<file path="src/hw/uart9_pkg.sv">
// package: register map, field positions, reset values and timing for the nine-bit uart
package uart9_pkg;
	localparam logic [11:0] OFF_CONTROL   = 12'h000;
	localparam logic [11:0] OFF_STATUS    = 12'h004;
	localparam logic [11:0] OFF_DATA      = 12'h008;
	localparam logic [11:0] OFF_OWN_ADDR  = 12'h00c;
	localparam logic [11:0] OFF_ADDR_MASK = 12'h010;
	localparam logic [11:0] OFF_IRQ_STAT  = 12'h014;
	localparam logic [11:0] OFF_IRQ_EN    = 12'h018;
	localparam logic [11:0] OFF_IRQ_CLR   = 12'h01c;
	localparam logic [11:0] OFF_BAUD      = 12'h020;

	// control register fields
	localparam int CTL_MODE_LO   = 6;
	localparam int CTL_FILTER    = 5;
	localparam int CTL_RX_EN     = 4;
	localparam int CTL_TX_NINTH  = 3;
	localparam int CTL_RX_NINTH  = 2;
	localparam int CTL_TX_DONE   = 1;
	localparam int CTL_RX_DONE   = 0;
	// status register fields
	localparam int STS_DBL_BUF   = 7;
	localparam int STS_EOS_SEL   = 6;
	localparam int STS_LATE_SEL  = 5;
	localparam int STS_BUF_FULL  = 1;
	localparam int STS_TX_BUSY   = 0;
	// interrupt bits
	localparam int IRQ_TX        = 0;
	localparam int IRQ_RX        = 1;

	localparam logic [7:0]  RST_BYTE     = 8'h00;
	localparam logic [15:0] RST_BAUD     = 16'h0043;
	localparam logic [31:0] RD_UNMAPPED  = 32'h00000000;

	localparam logic [1:0] MODE_SHIFT = 2'h0;
	localparam logic [1:0] MODE_8BIT  = 2'h1;
	localparam logic [1:0] MODE_9A    = 2'h2;
	localparam logic [1:0] MODE_9B    = 2'h3;

	localparam logic [3:0] OVERSAMPLE_LAST = 4'hf;
	localparam logic [3:0] SAMPLE_POINT    = 4'h7;
	localparam logic [3:0] BITS_9          = 4'h9;
	localparam logic [3:0] BITS_8          = 4'h8;
endpackage

</file>
<file path="src/hw/tx_buf_if.sv">
// interface: transmit double buffer between control logic and shifter
`timescale 1ns/1ps
interface tx_buf_if;
	logic       load;
	logic [8:0] load_char;
	logic       busy;
	logic       stop_start;
	logic       stop_end;
	logic       take;
	logic       nine_bits;
	logic       tick;
	logic       ninth_live_en;
	logic       ninth_live;
	modport ctl (output load, output load_char, output nine_bits, output tick,
		output ninth_live_en, output ninth_live,
		input busy, input stop_start, input stop_end, input take);
	modport shf (input load, input load_char, input nine_bits, input tick,
		input ninth_live_en, input ninth_live,
		output busy, output stop_start, output stop_end, output take);
endinterface

</file>
<file path="src/hw/uart9_tx_shifter.sv">
// module: transmit shift register with start, data, ninth and stop bit sequencing
`timescale 1ns/1ps
module uart9_tx_shifter
	import uart9_pkg::*;
(
	input  wire logic mclk_i,
	input  wire logic rst_n_i,
	tx_buf_if.shf     bus,
	output logic      txd_o
);
	typedef enum {ST_IDLE, ST_START, ST_DATA, ST_STOP} tx_state_t;
	tx_state_t  state_reg;
	logic [3:0] phase_reg;
	logic [3:0] bit_reg;
	logic [8:0] shift_reg;
	logic       last_phase;

	assign last_phase     = bus.tick && (phase_reg == OVERSAMPLE_LAST);
	assign bus.busy       = (state_reg != ST_IDLE);
	// stop bit begins when the last data bit ends
	assign bus.stop_start = (state_reg == ST_DATA) && last_phase &&
		(bit_reg == (bus.nine_bits ? BITS_9 : BITS_8) - 4'h1);
	assign bus.stop_end   = (state_reg == ST_STOP) && last_phase;
	// a waiting character is taken when idle or at the end of the stop bit
	assign bus.take       = bus.load && ((state_reg == ST_IDLE) || bus.stop_end);

	always_ff @(posedge mclk_i or negedge rst_n_i) begin
		if (!rst_n_i) begin
			state_reg <= ST_IDLE;
			phase_reg <= 4'h0;
			bit_reg   <= 4'h0;
			shift_reg <= 9'h1ff;
			txd_o     <= 1'b1;
		end else begin
			if (bus.tick && state_reg != ST_IDLE)
				phase_reg <= phase_reg + 4'h1;
			unique case (state_reg)
				ST_IDLE: begin
					txd_o <= 1'b1;
					if (bus.take) begin
						shift_reg <= bus.load_char;
						state_reg <= ST_START;
						phase_reg <= 4'h0;
						txd_o     <= 1'b0;
					end
				end
				ST_START: if (last_phase) begin
					state_reg <= ST_DATA;
					bit_reg   <= 4'h0;
					txd_o     <= shift_reg[0];
				end
				ST_DATA: if (last_phase) begin
					if (bus.stop_start) begin
						state_reg <= ST_STOP;
						txd_o     <= 1'b1;
					end else begin
						bit_reg   <= bit_reg + 4'h1;
						shift_reg <= {1'b1, shift_reg[8:1]};
						// without double buffer the ninth bit is taken as it goes out
						txd_o     <= (bit_reg == 4'h7 && bus.ninth_live_en) ?
							bus.ninth_live : shift_reg[1]; // [RL1] [RL2]
					end
				end
				ST_STOP: if (last_phase) begin
					if (bus.take) begin
						shift_reg <= bus.load_char;
						state_reg <= ST_START;
						txd_o     <= 1'b0;
					end else begin
						state_reg <= ST_IDLE;
					end
				end
			endcase
		end
	end
endmodule // uart9_tx_shifter

</file>
<file path="src/hw/uart9_top.sv">
// module: nine-bit uart with double buffer, transmit irq timing and address recognition
// Summary of operation
// RL1: ninth bit may precede or follow data write
// RL2: software holds ninth bit until transmit interrupt
// RL3: double buffer captures ninth bit with data
// RL4: empty buffer write loads shifter, interrupts immediately
// RL5: end select 0 gives no final interrupt
// RL6: end select 1 interrupts at stop start/end
// RL7: queued byte interrupts at stop start/end
// RL8: nine-bit modes move nine bits, store ninth
// RL9: filtering passes only frames with ninth one
// RL10: master marks addresses one, data zero
// RL11: filter ignored in mode 0, zero in 1
// RL12: address match sets receive flag automatically
// RL13: given address uses mask bits only
// RL14: broadcast is own or mask, zeros ignored
// RL15: reset clears own address and mask
// RL16: double buffer enable bit 7, resets zero
// RL17: receive loads only when flag clear, qualified
// RL18: address compare on eight bits, ninth one
// RL19: buffer holds one character, empties on move
//
// The register addresses and the APB register port are this design's own decisions.
`timescale 1ns/1ps
module uart9_top
	import uart9_pkg::*;
(
	input  wire logic        mclk_i,
	input  wire logic        rst_n_i,
	input  wire logic        psel_i,
	input  wire logic        penable_i,
	input  wire logic        pwrite_i,
	input  wire logic [11:0] paddr_i,
	input  wire logic [31:0] pwdata_i,
	output logic      [31:0] prdata_o,
	output logic             pready_o,
	output logic             pslverr_o,
	input  wire logic        rxd_i,
	output logic             txd_o,
	output logic             irq_o
);
	tx_buf_if tb ();

	logic [1:0]  mode_reg;
	logic        filter_reg;
	logic        rx_en_reg;
	logic        tx_ninth_bit;
	logic        rx_ninth_bit;
	logic        tx_done_reg;
	logic        rx_done_flag;
	logic        double_buffer_enable;
	logic        eos_sel_reg;
	logic        late_sel_reg;
	logic [7:0]  own_address_reg;
	logic [7:0]  address_mask_reg;
	logic [7:0]  data_reg;
	logic [8:0]  buf_char_reg;
	logic        buf_full_reg;
	logic        last_irq_pending_reg;
	logic [15:0] baud_reg;
	logic [15:0] baud_cnt_reg;
	logic [1:0]  irq_stat_reg;
	logic [1:0]  irq_en_reg;
	logic        wr_en;
	logic        rd_en;
	logic        tx_event;
	logic        rx_event;
	logic        data_write;

	function automatic logic sel(input logic [11:0] off);
		sel = (paddr_i == off);
	endfunction

	assign wr_en      = psel_i && penable_i && pwrite_i;
	assign rd_en      = psel_i && penable_i && !pwrite_i;
	assign pready_o   = 1'b1;
	assign pslverr_o  = 1'b0;
	assign data_write = wr_en && sel(OFF_DATA);

	// baud tick at sixteen times the bit rate
	always_ff @(posedge mclk_i or negedge rst_n_i) begin
		if (!rst_n_i)
			baud_cnt_reg <= 16'h0000;
		else if (baud_cnt_reg >= baud_reg)
			baud_cnt_reg <= 16'h0000;
		else
			baud_cnt_reg <= baud_cnt_reg + 16'h0001;
	end
	assign tb.tick      = (baud_cnt_reg >= baud_reg);
	assign tb.nine_bits = mode_reg[1]; // [RL8]
	assign tb.ninth_live_en = !double_buffer_enable; // [RL1]
	assign tb.ninth_live    = tx_ninth_bit; // [RL2]

	// double buffer: without it the ninth bit is read live as it is sent
	assign tb.load      = double_buffer_enable ? buf_full_reg : buf_full_reg;
	assign tb.load_char = double_buffer_enable ? buf_char_reg
		: {tx_ninth_bit, buf_char_reg[7:0]}; // [RL1] [RL2]

	uart9_tx_shifter u_shf (
		.mclk_i  (mclk_i),
		.rst_n_i (rst_n_i),
		.bus     (tb),
		.txd_o   (txd_o)
	);

	// buffer capture: ninth bit sampled at the data write
	always_ff @(posedge mclk_i or negedge rst_n_i) begin
		if (!rst_n_i) begin
			buf_char_reg <= 9'h000;
			buf_full_reg <= 1'b0;
		end else if (data_write) begin
			buf_char_reg <= {tx_ninth_bit, pwdata_i[7:0]}; // [RL3]
			buf_full_reg <= 1'b1;
		end else if (tb.take) begin
			buf_full_reg <= 1'b0; // [RL19]
		end
	end

	// transmit interrupt timing
	always_comb begin
		tx_event = 1'b0;
		if (!double_buffer_enable) begin
			tx_event = tb.stop_end;
		end else begin
			if (tb.take && !tb.busy)
				tx_event = 1'b1; // [RL4]
			if (last_irq_pending_reg || buf_full_reg) begin
				if (late_sel_reg ? tb.stop_end : tb.stop_start)
					tx_event = 1'b1; // [RL6] [RL7]
			end
		end
	end

	// with double buffer, a character loaded from the buffer has no final interrupt unless end select is set
	always_ff @(posedge mclk_i or negedge rst_n_i) begin
		if (!rst_n_i)
			last_irq_pending_reg <= 1'b0;
		else if (tb.take)
			last_irq_pending_reg <= eos_sel_reg; // [RL5]
		else if (tb.stop_end)
			last_irq_pending_reg <= 1'b0;
	end

	// receiver
	logic       rx_sync1_reg;
	logic       rx_sync2_reg;
	logic       rx_act_reg;
	logic [3:0] rx_phase_reg;
	logic [3:0] rx_bit_reg;
	logic [9:0] rx_shift_reg;
	logic       rx_sample;
	logic       rx_final;
	logic [3:0] rx_bits;
	logic [7:0] rx_byte;
	logic       rx_nine;
	logic       addr_match;
	logic       rx_accept;

	always_ff @(posedge mclk_i or negedge rst_n_i) begin
		if (!rst_n_i) begin
			rx_sync1_reg <= 1'b1;
			rx_sync2_reg <= 1'b1;
		end else begin
			rx_sync1_reg <= rxd_i;
			rx_sync2_reg <= rx_sync1_reg;
		end
	end

	assign rx_bits   = mode_reg[1] ? BITS_9 : BITS_8;
	assign rx_sample = rx_act_reg && tb.tick && (rx_phase_reg == SAMPLE_POINT);
	assign rx_final  = rx_sample && (rx_bit_reg == rx_bits + 4'h1);

	always_ff @(posedge mclk_i or negedge rst_n_i) begin
		if (!rst_n_i) begin
			rx_act_reg   <= 1'b0;
			rx_phase_reg <= 4'h0;
			rx_bit_reg   <= 4'h0;
			rx_shift_reg <= 10'h000;
		end else if (!rx_act_reg) begin
			if (rx_en_reg && !rx_sync2_reg) begin
				rx_act_reg   <= 1'b1;
				rx_phase_reg <= 4'h0;
				rx_bit_reg   <= 4'h0;
			end
		end else if (tb.tick) begin
			rx_phase_reg <= rx_phase_reg + 4'h1;
			if (rx_sample) begin
				rx_shift_reg <= {rx_sync2_reg, rx_shift_reg[9:1]};
				rx_bit_reg   <= rx_bit_reg + 4'h1;
				if ((rx_bit_reg == 4'h0 && rx_sync2_reg) || rx_final)
					rx_act_reg <= 1'b0;
			end
		end
	end

	// read before the final shift: the newest data bit sits at the top, start bit below data
	assign rx_byte = mode_reg[1] ? rx_shift_reg[8:1] : rx_shift_reg[9:2];
	assign rx_nine = mode_reg[1] ? rx_shift_reg[9] : rx_sync2_reg;

	// given: masked bits must match; broadcast: zeros of own or mask ignored
	always_comb begin
		logic [7:0] bcast;
		logic       given_ok;
		logic       bcast_ok;
		bcast    = own_address_reg | address_mask_reg; // [RL14]
		given_ok = ((rx_byte ^ own_address_reg) & address_mask_reg) == 8'h00; // [RL13]
		bcast_ok = ((~rx_byte) & bcast) == 8'h00; // [RL14]
		addr_match = given_ok || bcast_ok; // [RL18]
	end

	always_comb begin
		rx_accept = 1'b0;
		if (rx_final && !rx_done_flag) begin
			if (!filter_reg || mode_reg == MODE_SHIFT)
				rx_accept = 1'b1; // [RL11]
			else if (mode_reg[1])
				rx_accept = rx_nine && addr_match; // [RL9] [RL12] [RL17] [RL18]
			else
				rx_accept = rx_nine;
		end
	end
	assign rx_event = rx_accept;

	// registers written by software
	always_ff @(posedge mclk_i or negedge rst_n_i) begin
		if (!rst_n_i) begin
			mode_reg             <= MODE_SHIFT;
			filter_reg           <= 1'b0;
			rx_en_reg            <= 1'b0;
			tx_ninth_bit         <= 1'b0;
			double_buffer_enable <= 1'b0; // [RL16]
			eos_sel_reg          <= 1'b0;
			late_sel_reg         <= 1'b0;
			own_address_reg      <= RST_BYTE; // [RL15]
			address_mask_reg     <= RST_BYTE; // [RL15]
			baud_reg             <= RST_BAUD;
			irq_en_reg           <= 2'h0;
		end else if (wr_en) begin
			if (sel(OFF_CONTROL)) begin
				mode_reg     <= pwdata_i[CTL_MODE_LO+1:CTL_MODE_LO];
				filter_reg   <= pwdata_i[CTL_FILTER];
				rx_en_reg    <= pwdata_i[CTL_RX_EN];
				tx_ninth_bit <= pwdata_i[CTL_TX_NINTH];
			end
			if (sel(OFF_STATUS)) begin
				double_buffer_enable <= pwdata_i[STS_DBL_BUF]; // [RL16]
				eos_sel_reg          <= pwdata_i[STS_EOS_SEL];
				late_sel_reg         <= pwdata_i[STS_LATE_SEL];
			end
			if (sel(OFF_OWN_ADDR))
				own_address_reg <= pwdata_i[7:0];
			if (sel(OFF_ADDR_MASK))
				address_mask_reg <= pwdata_i[7:0];
			if (sel(OFF_BAUD))
				baud_reg <= pwdata_i[15:0];
			if (sel(OFF_IRQ_EN))
				irq_en_reg <= pwdata_i[1:0];
		end
	end

	// hardware-set flags; set wins over a software clear
	always_ff @(posedge mclk_i or negedge rst_n_i) begin
		if (!rst_n_i) begin
			tx_done_reg  <= 1'b0;
			rx_done_flag <= 1'b0;
			rx_ninth_bit <= 1'b0;
			data_reg     <= RST_BYTE;
			irq_stat_reg <= 2'h0;
		end else begin
			if (rx_accept) begin
				data_reg     <= rx_byte;
				rx_ninth_bit <= rx_nine; // [RL8]
			end
			if (wr_en && sel(OFF_CONTROL)) begin
				tx_done_reg  <= pwdata_i[CTL_TX_DONE] | tx_event;
				rx_done_flag <= pwdata_i[CTL_RX_DONE] | rx_event;
			end else begin
				tx_done_reg  <= tx_done_reg | tx_event;
				rx_done_flag <= rx_done_flag | rx_event; // [RL12]
			end
			if (wr_en && sel(OFF_IRQ_CLR))
				irq_stat_reg <= (irq_stat_reg & ~pwdata_i[1:0]) | {rx_event, tx_event};
			else
				irq_stat_reg <= irq_stat_reg | {rx_event, tx_event};
		end
	end

	assign irq_o = |(irq_stat_reg & irq_en_reg);

	// read data is registered in the setup cycle and valid in the access phase
	always_ff @(posedge mclk_i or negedge rst_n_i) begin
		if (!rst_n_i) begin
			prdata_o <= RD_UNMAPPED;
		end else if (psel_i && !penable_i && !pwrite_i) begin
			prdata_o <= RD_UNMAPPED;
			if (sel(OFF_CONTROL))
				prdata_o <= {24'h000000, mode_reg, filter_reg, rx_en_reg,
					tx_ninth_bit, rx_ninth_bit, tx_done_reg, rx_done_flag};
			if (sel(OFF_STATUS))
				prdata_o <= {24'h000000, double_buffer_enable, eos_sel_reg,
					late_sel_reg, 3'h0, buf_full_reg, tb.busy};
			if (sel(OFF_DATA))
				prdata_o <= {24'h000000, data_reg};
			if (sel(OFF_OWN_ADDR))
				prdata_o <= {24'h000000, own_address_reg};
			if (sel(OFF_ADDR_MASK))
				prdata_o <= {24'h000000, address_mask_reg};
			if (sel(OFF_IRQ_STAT))
				prdata_o <= {30'h00000000, irq_stat_reg};
			if (sel(OFF_IRQ_EN))
				prdata_o <= {30'h00000000, irq_en_reg};
			if (sel(OFF_BAUD))
				prdata_o <= {16'h0000, baud_reg};
		end
	end
endmodule // uart9_top

</file>
<file path="config.mk">
export PLATFORM = sky130hd
export DESIGN_NAME = uart9_top
export DESIGN_NICKNAME = d
export VERILOG_FILES = /design/src/hw/uart9_pkg.sv /design/src/hw/tx_buf_if.sv /design/src/hw/uart9_tx_shifter.sv /design/src/hw/uart9_top.sv
export SDC_FILE = /design/constraint.sdc
export NUM_CORES = 1
export LEC_CHECK = 0
export ABC_CLOCK_PERIOD_IN_PS = 4350
export BUFFER_PORTS_ARGS = -buffer_cell sky130_fd_sc_hd__buf_4
export CAP_MARGIN = 5
export CORE_ASPECT_RATIO = 1.1
export CORE_MARGIN = 3
export CORE_UTILIZATION = 59
export DETAILED_ROUTE_END_ITERATION = 10
export PLACE_DENSITY = 0.86
export REMOVE_ABC_BUFFERS = 1
export SKIP_CTS_REPAIR_TIMING = 1
export SLEW_MARGIN = 20
export SYNTH_ARGS = -nofsm -noshare
export SYNTH_HDL_FRONTEND = slang
export SYNTH_HIERARCHICAL = 1
export SYNTH_SLANG_ARGS = --single-unit
</file>
<file path="constraint.sdc">
create_clock -name mclk_i -period 4.35 [get_ports mclk_i]
set_input_delay 0.2175 -clock mclk_i [delete_from_list [all_inputs] [get_ports mclk_i]]
set_output_delay 0.2175 -clock mclk_i [all_outputs]
set_load 0.05 [all_outputs]
</file>
## Word-level counts from Yosys, hierarchy flattened

Index checks and enable logic that the tools add are counted.

| storage, ports and cells | value |
|---|---|
| input bits | 50 |
| flip-flop bits (word level) | 185 |
| logic and storage cells | 207 |
| output and inout bits | 36 |

| operators by class | value |
|---|---|
| add/sub/neg operators | 7 |
| order comparisons | 1 |
| reductions and logical operators | 61 |
| multiplexer cells | 65 |
| equal/unequal tests | 27 |
| bitwise operators | 14 |

Operator list:

| operator | count |
|---|---|
| 32-bit 2-to-1 mux | 12 |
| 32-bit one-hot mux with 4 select lines | 1 |
| 32-bit by 2-bit equality test with 1-bit output, second input constant | 2 |
| 32-bit by 3-bit equality test with 1-bit output, second input constant | 2 |
| 32-bit zero test | 2 |
| 12-bit by 5-bit equality test with 1-bit output, second input constant | 4 |
| 4-bit 2-to-1 mux | 12 |
| 9-bit 2-to-1 mux | 5 |
| 32-bit by 1-bit equality test with 1-bit output, second input constant | 1 |
| 32-bit nonzero test | 1 |
| 1-bit 2-to-1 mux | 28 |
| 9-bit one-hot mux with 3 select lines | 1 |
| 12-bit by 4-bit equality test with 1-bit output, second input constant | 2 |
| 1-bit logical AND | 22 |
| 4-bit by 1-bit adder with 4-bit output, second input constant | 5 |
| 16-bit by 1-bit adder with 16-bit output, second input constant | 1 |
| 8-bit bitwise AND | 2 |
| 16-bit >= comparator | 1 |
| 8-bit zero test | 2 |
| 16-bit 2-to-1 mux | 1 |
| 8-bit 2-to-1 mux | 2 |
| 2-bit AND reduction | 7 |
| 12-bit by 3-bit equality test with 1-bit output, second input constant | 1 |
| 12-bit by 6-bit equality test with 1-bit output, second input constant | 1 |
| 27 further kinds | 57 |

## Longest topological paths before layout

Gate-level depths: netlist of the first run.

| logic depth | value |
|---|---|
| depth in word-level cells | 12 |
| mapped depth | 16 |
| gate-level depth less buffers | 12 |

## Hierarchy

The synthesis of the first run kept the hierarchy.

By module, submodules not included:

| module | sequential area each (um2) | instances | area each (um2) | cells each |
|---|---|---|---|---|
| uart9_top | 2,959.1 | 1 | 6,143.4 | 565 |
| uart9_tx_shifter | 513.0 | 1 | 1,378.8 | 141 |

## Worst setup path before layout of the first run

OpenSTA, ideal clock, no wires.

| path | value |
|---|---|
| kind | register -> register |
| start point | register baud_reg[6] |
| end point | register u_shf.shift_reg[2] |
| buffers on the path | 4 |
| clock period less this slack | 3.331 ns |
| data arrival time | 3.219 ns |
| setup slack | 1.019 ns |
| stages on the path, launching flop included | 15 |
| required time | 4.238 ns |
| library setup time | 0.112 ns |
| cell sequence | dfstp_2 inv_1 ha_1 o21ai_0 a211oi_1 a211o_1 clkbuf_1 clkbuf_1 buf_6 and4_4 o221ai_4 a2111o_1 buf_6 o22ai_2 a221oi_1 |

| between the ends | value |
|---|---|
| cells in the longest elaborated chain, start to end | 8 |
| elaborated cells between the ends (all ways) | 14 |
| those cells by class | order compare (1); eq/ne (3); mux (3); reduce/logical (7) |

Ends and longest elaborated chain:

| element | RTL line | text |
|---|---|---|
| from (decl) | uart9_top.sv:60 | `logic [15:0] baud_reg;` |
| from (signal assigned) | uart9_top.sv:255 | `baud_reg <= pwdata_i[15:0];` |
| 16-bit >= comparator * | uart9_top.sv:89 | `assign tb.tick = (baud_cnt_reg >= baud_reg);` |
| named net tb.tick | tx_buf_if.sv:11 | `logic tick;` |
| 1-bit logical AND * | uart9_tx_shifter.sv:18 | `assign last_phase = bus.tick && (phase_reg == OVERSAMPLE_LAST);` |
| 1-bit logical AND | uart9_tx_shifter.sv:23 | `assign bus.stop_end = (state_reg == ST_STOP) && last_phase;` |
| 1-bit logical OR | uart9_tx_shifter.sv:25 | `assign bus.take = bus.load && ((state_reg == ST_IDLE) \|\| bus.stop_end);` |
| 1-bit logical AND | uart9_tx_shifter.sv:25 |  |
| 9-bit 2-to-1 mux (2 in a row) | -- |  |
| 9-bit one-hot mux with 3 select lines | -- |  |
| to (signal assigned) | uart9_tx_shifter.sv:41 | `shift_reg <= bus.load_char;` |
| to (signal assigned) | uart9_tx_shifter.sv:58 | `shift_reg <= {1'b1, shift_reg[8:1]};` |
| to (signal assigned) | uart9_tx_shifter.sv:66 | `shift_reg <= bus.load_char;` |
| to (decl) | uart9_tx_shifter.sv:15 | `logic [8:0] shift_reg;` |

The timed path passes the listed nets; every way through them passes the cells marked *. The select of a mux whose other input is x is not followed.
A chain may end at the register's enable or synchronous reset.

## Worst setup path in the final report of the first run

| path | value |
|---|---|
| start point | register baud_reg[0] |
| end point | register u_shf.shift_reg[2] |

| between the ends | value |
|---|---|
| cells in the longest elaborated chain, start to end | 8 |
| elaborated cells between the ends (all ways) | 14 |
| those cells by class | order compare (1); eq/ne (3); mux (3); reduce/logical (7) |

Ends and longest elaborated chain:

| element | RTL line |
|---|---|
| 16-bit >= comparator * | uart9_top.sv:89 |
| 1-bit logical AND * | uart9_tx_shifter.sv:18 |
| 1-bit logical AND | uart9_tx_shifter.sv:23 |
| 1-bit logical OR | uart9_tx_shifter.sv:25 |
| 1-bit logical AND | uart9_tx_shifter.sv:25 |
| 9-bit 2-to-1 mux (2 in a row) | -- |
| 9-bit one-hot mux with 3 select lines | -- |

Every way passes the cells marked *; elsewhere a longest branch is shown, timed or not. The select of a mux whose other input is x is not followed.

==> flow_summary.yaml, run 1 <==
status:
  run_status: "finished with violations"
  failing_checks: "hold timing"
placed_design:
  post_placement_cell_count: 885
  pre_cts_ws_ps: 1270
  place.detailed.hpwl_um: 12600
  buffer_ports.inserted: 51
  globalplace.congestion: 0.965
synth:
  synth-edff-count: 0
  synth_flop_cell: "sky130_fd_sc_hd__dfrtp_1"
  synth_sequential_area_ratio: 0.462
  synthesized_cell_area_sq_um: 7520
  synth_top_area_frac: 0.409
  synth_top_cells_by_count: "sky130_fd_sc_hd__dfrtp_1 (123), sky130_fd_sc_hd__nand2_1 (72), sky130_fd_sc_hd__mux2_2 (54), sky130_fd_sc_hd__nor2_1 (48), sky130_fd_sc_hd__o21ai_0 (47)"
  ys_top_cells_by_area: "sky130_fd_sc_hd__dfrtp_1 (41%), sky130_fd_sc_hd__mux2_2 (8.1%), sky130_fd_sc_hd__dfstp_2 (5.2%)"
  synthDominantAreaCellType: "sky130_fd_sc_hd__dfrtp_1"
  synthArstFlopShare: 1.00
  postSynthRegisterBits: 138
  synth-warning-count: 6
  syn_inst: 706
  synth_most_common_cell: "sky130_fd_sc_hd__dfrtp_1"
  synth_cell_type_count: 73
  syn-mean-instance-area_sq_um: 10.7
drt:
  route.final.wire_length_um: 18200
  drt-vias-per-instance: 6.19
  drt.antenna.violating_nets: 0
  drt_drc_violations_left: 0
  firstDrtPassIters: 5
  detailroute.via_count: 5681
  detail_route.wl_per_cell_um: 19.8
  drt-initial-drc-count: 452
sta:
  min_period_ps: 3190
  maximum_clock_rate_mhz: 313
  share_of_the_clock_period_used_by_the_worst_path_after_layout: 0.734
  worst_slew_margin_relative_to_its_limit: 0.348
  hold_viol: 95
  worst_slack_ps: 1160
  whs_ps: -55.1
  tightest_slew_ps: 977
  rsz0062_at_grt: "no"
  setup-violations-final: 0
  timing.clock.skew_ps: 6.65
  fin_tns_setup_ps: 0
  final-max-slew-violation-count: 0
global_route:
  busiest_layer: "met2"
  wire_length_of_the_first_global_routing_pass_um: 29800
  antenna_violations_before_repair: 0
  groute.usage.overall: 0.266
  grt_start_max_net_pins: 109
  global_route.overflow_total: 0
  met2_usage: 0.449
  via_count_of_the_first_global_routing_pass: 5969
  global_route.usage.met3: 0.0515
  grt_util_met1: 0.328
floorplanning:
  die_w_um: 114
  coreArea_sq_um: 12200
  initial_utilization: 0.614
  core.rowCount: 42
  die_area_sq_um: 14100
  die_h_um: 124
  design.portCount: 86
clocking:
  maximum_number_of_buffers_from_clock_root_to_sink: 2
  ctsRootBufferMaster: "sky130_fd_sc_hd__clkbuf_16"
  tritoncts: "done"
  clock_sink_count: 138
  clkSlewWorstSetupHoldPaths_ps: 60
  ctsHtreeMaxLevel: 4
  cts_inserted_buffers: 17
  clock_insertion_delay_worst_skew_ps: 420
power_and_ir_drop:
  clock_share_of_power: 0.527
  internal_power_mw: 2.36
  gate_power_share: 0.043
  power_switching_mw: 0.636
  power.share.sequential: 0.431
  power_per_cell_area_nw_per_um2: 350
  p_leak_nw: 4.09
  power.ir.vdd_worst_mv: 0.304
  sw_frac_of_total: 0.212
worst_setup_path:
  cell_at_the_slowest_stage_of_the_critical_path: "sky130_fd_sc_hd__dfstp_2"
  worstSetupPathType: "register to register"
  critPathMaxStageDelay_ps: 550
  worstPathMaxFanout: 9
  reg2reg_setup_slack_ps: 1160
  worst_setup_path_start_kind: "register"
  cp_data_required_time_ps: 4660
  timing.critical_path.buf_inv: 0
  endpoint_class_of_the_critical_path: "register"
  critical_path_arrival_ps: 3500
  cp_cell_sequence: "ha_1, nand2b_1, a211oi_1, o221ai_1, a211o_1, and4_4, a21oi_1, a2111o_1, o22ai_2, a221oi_1"
  crit_family: "compound AO/OA/AOI/OAI gates"
cells_and_area:
  non_filler_instance_count_after_layout: 918
  final_util: 0.699
  layout-drive-gt1-share: 0.255
  finalNetCount: 828
  antenna-diode-count: 0
  syn_to_final_growth_pct: 13.7
job:
  max-cap-violations: 0
hold_path:
  worst_hold_path_type: "primary input to asynchronous set/reset pin"
worst reg2reg max path: cells and delay by family (launching register included):
family	cells	cell delay, ps
AOI/OAI and AO/OA	7	1890
adders and majority gates	1	240
and+or+nand+nor	2	410
DFF	1	550
power by group through the flow:
stage / sequential [mW] / clock (mW) / combinational (mW)
finish: 1.29 / 1.58 / 0.127
global route: 1.29 / 1.65 / 0.137
CTS: 1.29 / 1.60 / 0.127
detailed placement: 1.31 / 0 / 0.127
global placement: 1.31 / 0 / 0.124
floorplan: 1.31 / 0 / 0.0526
per-layer routing:
layer	vias up	wire length, um
li1	2576	-
met1	2853	7330
met2	194	9280
met3	58	942
met4	0	620
met5	-	0
metrics by stage:
stage | power, mW | cell area, sq um
6_report | 3.00 | 8550
5_1_grt | 3.08 | 8550
4_1_cts | 3.01 | 8540
3_5_place_dp | 1.44 | 7890
3_3_place_gp | 1.44 | 7890
2_1_floorplan | 1.37 | 7280
final timing paths:
kind / from / to / cells after the start
max in group asynchronous: rst_n_i / baud_reg[1] / 2
min in group mclk_i: pwdata_i[10] / baud_reg[10] / 3
setup reg to reg: baud_reg[0] / u_shf/shift_reg[2] / 10
hold / removal: rst_n_i / buf_full_reg / 1
setup / recovery: baud_reg[0] / u_shf/shift_reg[2] / 10
hold reg to reg: rx_sync1_reg / rx_sync2_reg / 0
area by class of cell:
class	instances	area (sq um)
Fill cell	861	3690
Clock buffer	19	453
Multi-Input combinational cell	498	3660
Timing Repair Buffer	56	427
Clock inverter	13	198
Inverter	40	150
Sequential cell	138	3470
Tap cell	154	193
cells in the final DEF (no fill, tap or decap), types with 6 or more instances in the layout:
cell type	Yosys	final
sky130_fd_sc_hd__a21oi_1	25	25
sky130_fd_sc_hd__a221oi_1	7	7
sky130_fd_sc_hd__a22o_1	14	14
sky130_fd_sc_hd__a22oi_1	9	9
sky130_fd_sc_hd__and3_1	6	6
sky130_fd_sc_hd__buf_4	20	54
sky130_fd_sc_hd__clkbuf_16	0	17
sky130_fd_sc_hd__conb_1	2	18
sky130_fd_sc_hd__dfrtp_1	123	123
sky130_fd_sc_hd__dfstp_2	15	15
sky130_fd_sc_hd__ha_1	27	27
sky130_fd_sc_hd__inv_1	40	40
sky130_fd_sc_hd__mux2_1	6	6
sky130_fd_sc_hd__mux2_2	54	54
sky130_fd_sc_hd__mux2_4	10	10
sky130_fd_sc_hd__mux2i_1	9	9
sky130_fd_sc_hd__nand2_1	72	72
sky130_fd_sc_hd__nand3_1	16	16
sky130_fd_sc_hd__nand4_1	8	8
sky130_fd_sc_hd__nor2_1	48	48
sky130_fd_sc_hd__nor2b_1	8	8
sky130_fd_sc_hd__o21ai_0	47	47
sky130_fd_sc_hd__o22ai_1	6	6
sky130_fd_sc_hd__o22ai_2	8	8
sky130_fd_sc_hd__o31ai_1	10	10
sky130_fd_sc_hd__xnor2_1	9	9
sky130_fd_sc_hd__xor2_1	18	18
cell families (layout without fill, tap and decap cells):
logic type,after synthesis,count (layout),share of synthesized area
buf+inv,86,128,0.0595
simple gates,191,191,0.128
flops,138,138,0.462
other cells,2,18,0.000998
compound gates,154,154,0.146
fa+ha+maj,27,27,0.0449
xor+xnor,27,27,0.0314
mux,81,81,0.128
Note: power is estimated with default switching activity, not from simulation.
==> run 2: changes to the inputs <==
Settings changed: ABC_CLOCK_PERIOD_IN_PS 4350 to 2700, CORE_UTILIZATION 59 to 53, PLACE_DENSITY 0.86 to 0.82.
Clock period 4.35 ns to 2.7 ns, I/O delays scaled along.
==> flow_summary.yaml, run 2 (synthesized netlist as in run 1, its figures left out) <==
clocking:
  clock_insertion_delay_worst_skew_ps: 430
  ctsHtreeMaxLevel: 4
  clkSlewWorstSetupHoldPaths_ps: 60
  maximum_number_of_buffers_from_clock_root_to_sink: 2
  tritoncts: "done"
  ctsRootBufferMaster: "sky130_fd_sc_hd__clkbuf_16"
  cts_inserted_buffers: 17
  clock_sink_count: 138
cells_and_area:
  storage_element_area_sq_um: 3470
  final_cell_mix: "sky130_fd_sc_hd__dfrtp_1 (123), sky130_fd_sc_hd__buf_4 (80), sky130_fd_sc_hd__nand2_1 (72)"
  finalNetCount: 876
  syn_to_final_growth_pct: 23.9
  layout_commonest_cell: "sky130_fd_sc_hd__dfrtp_1"
  layout-drive-gt1-share: 0.318
  fill_cells: 974
  antenna-diode-count: 0
  multiInputGateArea_sq_um: 3910
worst_setup_path:
  worstSetupPathType: "register to register"
  worstPathMaxFanout: 7
  worst_setup_path_start_kind: "register"
  cp_cell_sequence: "ha_4, nand2b_4, a211oi_2, o221ai_2, a211o_4, buf_6, nand4_2, buf_6, nor3_1, o22ai_1, a21oi_1, o22a_1, nand3b_1"
  cell_at_the_slowest_stage_of_the_critical_path: "sky130_fd_sc_hd__dfstp_2"
  cpMostUsedCell: "sky130_fd_sc_hd__buf_6"
  critical_path_arrival_ps: 3120
  endpoint_class_of_the_critical_path: "register"
  cp_data_required_time_ps: 3000
  critPathMaxStageDelay_ps: 550
floorplanning:
  core.rowCount: 45
  die_h_um: 131
  coreArea_sq_um: 13900
  initial_utilization: 0.543
  die_area_sq_um: 15700
  die_w_um: 120
  design.portCount: 86
sta:
  worst_slack_ps: -123
  timing.clock.skew_ps: 17.3
  maximum_clock_rate_mhz: 354
  min_period_ps: 2820
  final-max-slew-violation-count: 0
  hold_viol: 1
  share_of_the_clock_period_used_by_the_worst_path_after_layout: 1.05
  setup-violations-final: 22
  tightest_slew_ps: 749
  whs_ps: -12.6
  worst_slew_margin_relative_to_its_limit: 0.497
  rsz0062_at_grt: "yes"
drt:
  route.final.wire_length_um: 21000
  detailroute.via_count: 6135
  drt-vias-per-instance: 6.14
  drt_drc_violations_left: 0
  firstDrtPassIters: 5
  drt-initial-drc-count: 635
  detail_route.wl_per_cell_um: 21.0
  drt.antenna.violating_nets: 0
power_and_ir_drop:
  power_per_cell_area_nw_per_um2: 526
  p_leak_nw: 4.41
  power.ir.vdd_worst_mv: 0.491
placed_design:
  buffer_ports.inserted: 51
  place.detailed.hpwl_um: 13200
  globalplace.congestion: 0.899
  pre_cts_ws_ps: -312
global_route:
  via_count_of_the_first_global_routing_pass: 5975
  global_route.overflow_total: 0
  antenna_violations_before_repair: 0
  wire_length_of_the_first_global_routing_pass_um: 29900
  groute.usage.overall: 0.245
  grt_start_max_net_pins: 80
hold_path:
  worst_hold_path_type: "primary input to register"
status:
  failing_checks: "hold timing, setup timing"
  run_status: "finished with violations"
job:
  max-cap-violations: 0
run 2: layout make-up:
class,instances,share of cell area
Clock buffer,22,0.0509
Clock inverter,10,0.0203
Inverter,40,0.0161
Multi-Input combinational cell,500,0.419
Sequential cell,138,0.372
Tap cell,188,0.0252
Timing Repair Buffer,102,0.0958
run 2: layer usage:
metal  vias to the layer above  GRT usage  part of all wire
met5                         -          0                 0
met4                         0     0.0937             0.042
met3                        81     0.0641             0.063
met2                       314      0.430              0.51
met1                      3053      0.292              0.38
li1                       2687          -                 -
run 2: worst paths after layout:
path | start | end | slack [ps] | cells past startpoint
worst max-delay path | baud_reg[0] | tx_done_reg | -120 | 13
worst min-delay path | pwdata_i[2] | baud_reg[2] | -10 | 3
min in group asynchronous | rst_n_i | buf_char_reg[5] | 310 | 2
max in group asynchronous | rst_n_i | baud_reg[1] | 1630 | 3
worst max register to register | baud_reg[0] | tx_done_reg | -120 | 13
worst min register to register | rx_sync1_reg | rx_sync2_reg | 360 | 0
run 2: power breakdown:
group	leakage, nW	switching [mW]	internal, mW
combinational	2.31	0.160	0.0614
clock	0.321	0.891	1.72
sequential	1.78	0.00385	2.08
run 2: stage by stage:
| step | setup TNS [ps] | power (mW) | instance area (sq um) | utilization | cells |
|---|---|---|---|---|---|
| 3_3_place_gp | -944 | 2.32 | 8200 | 0.592 | 949 |
| 5_1_grt | -3280 | 5.02 | 9320 | 0.673 | 1000 |
| 2_1_floorplan | -8810 | 2.20 | 7280 | - | 676 |
| 6_report | -1190 | 4.91 | 9320 | 0.673 | 1000 |
| 3_5_place_dp | -3390 | 2.32 | 8200 | 0.592 | 949 |
| 4_1_cts | -4100 | 4.91 | 8860 | 0.640 | 981 |
run 2: critical path, delay by kind of cell (launching register included):
family                   cells  cell delay, ps
AO/OA/AOI/OAI                6            1230
adder cells (fa/ha/maj)      1             190
buffers and inverters        2             270
flip-flops                   1             550
AND/OR/NAND/NOR              4             460
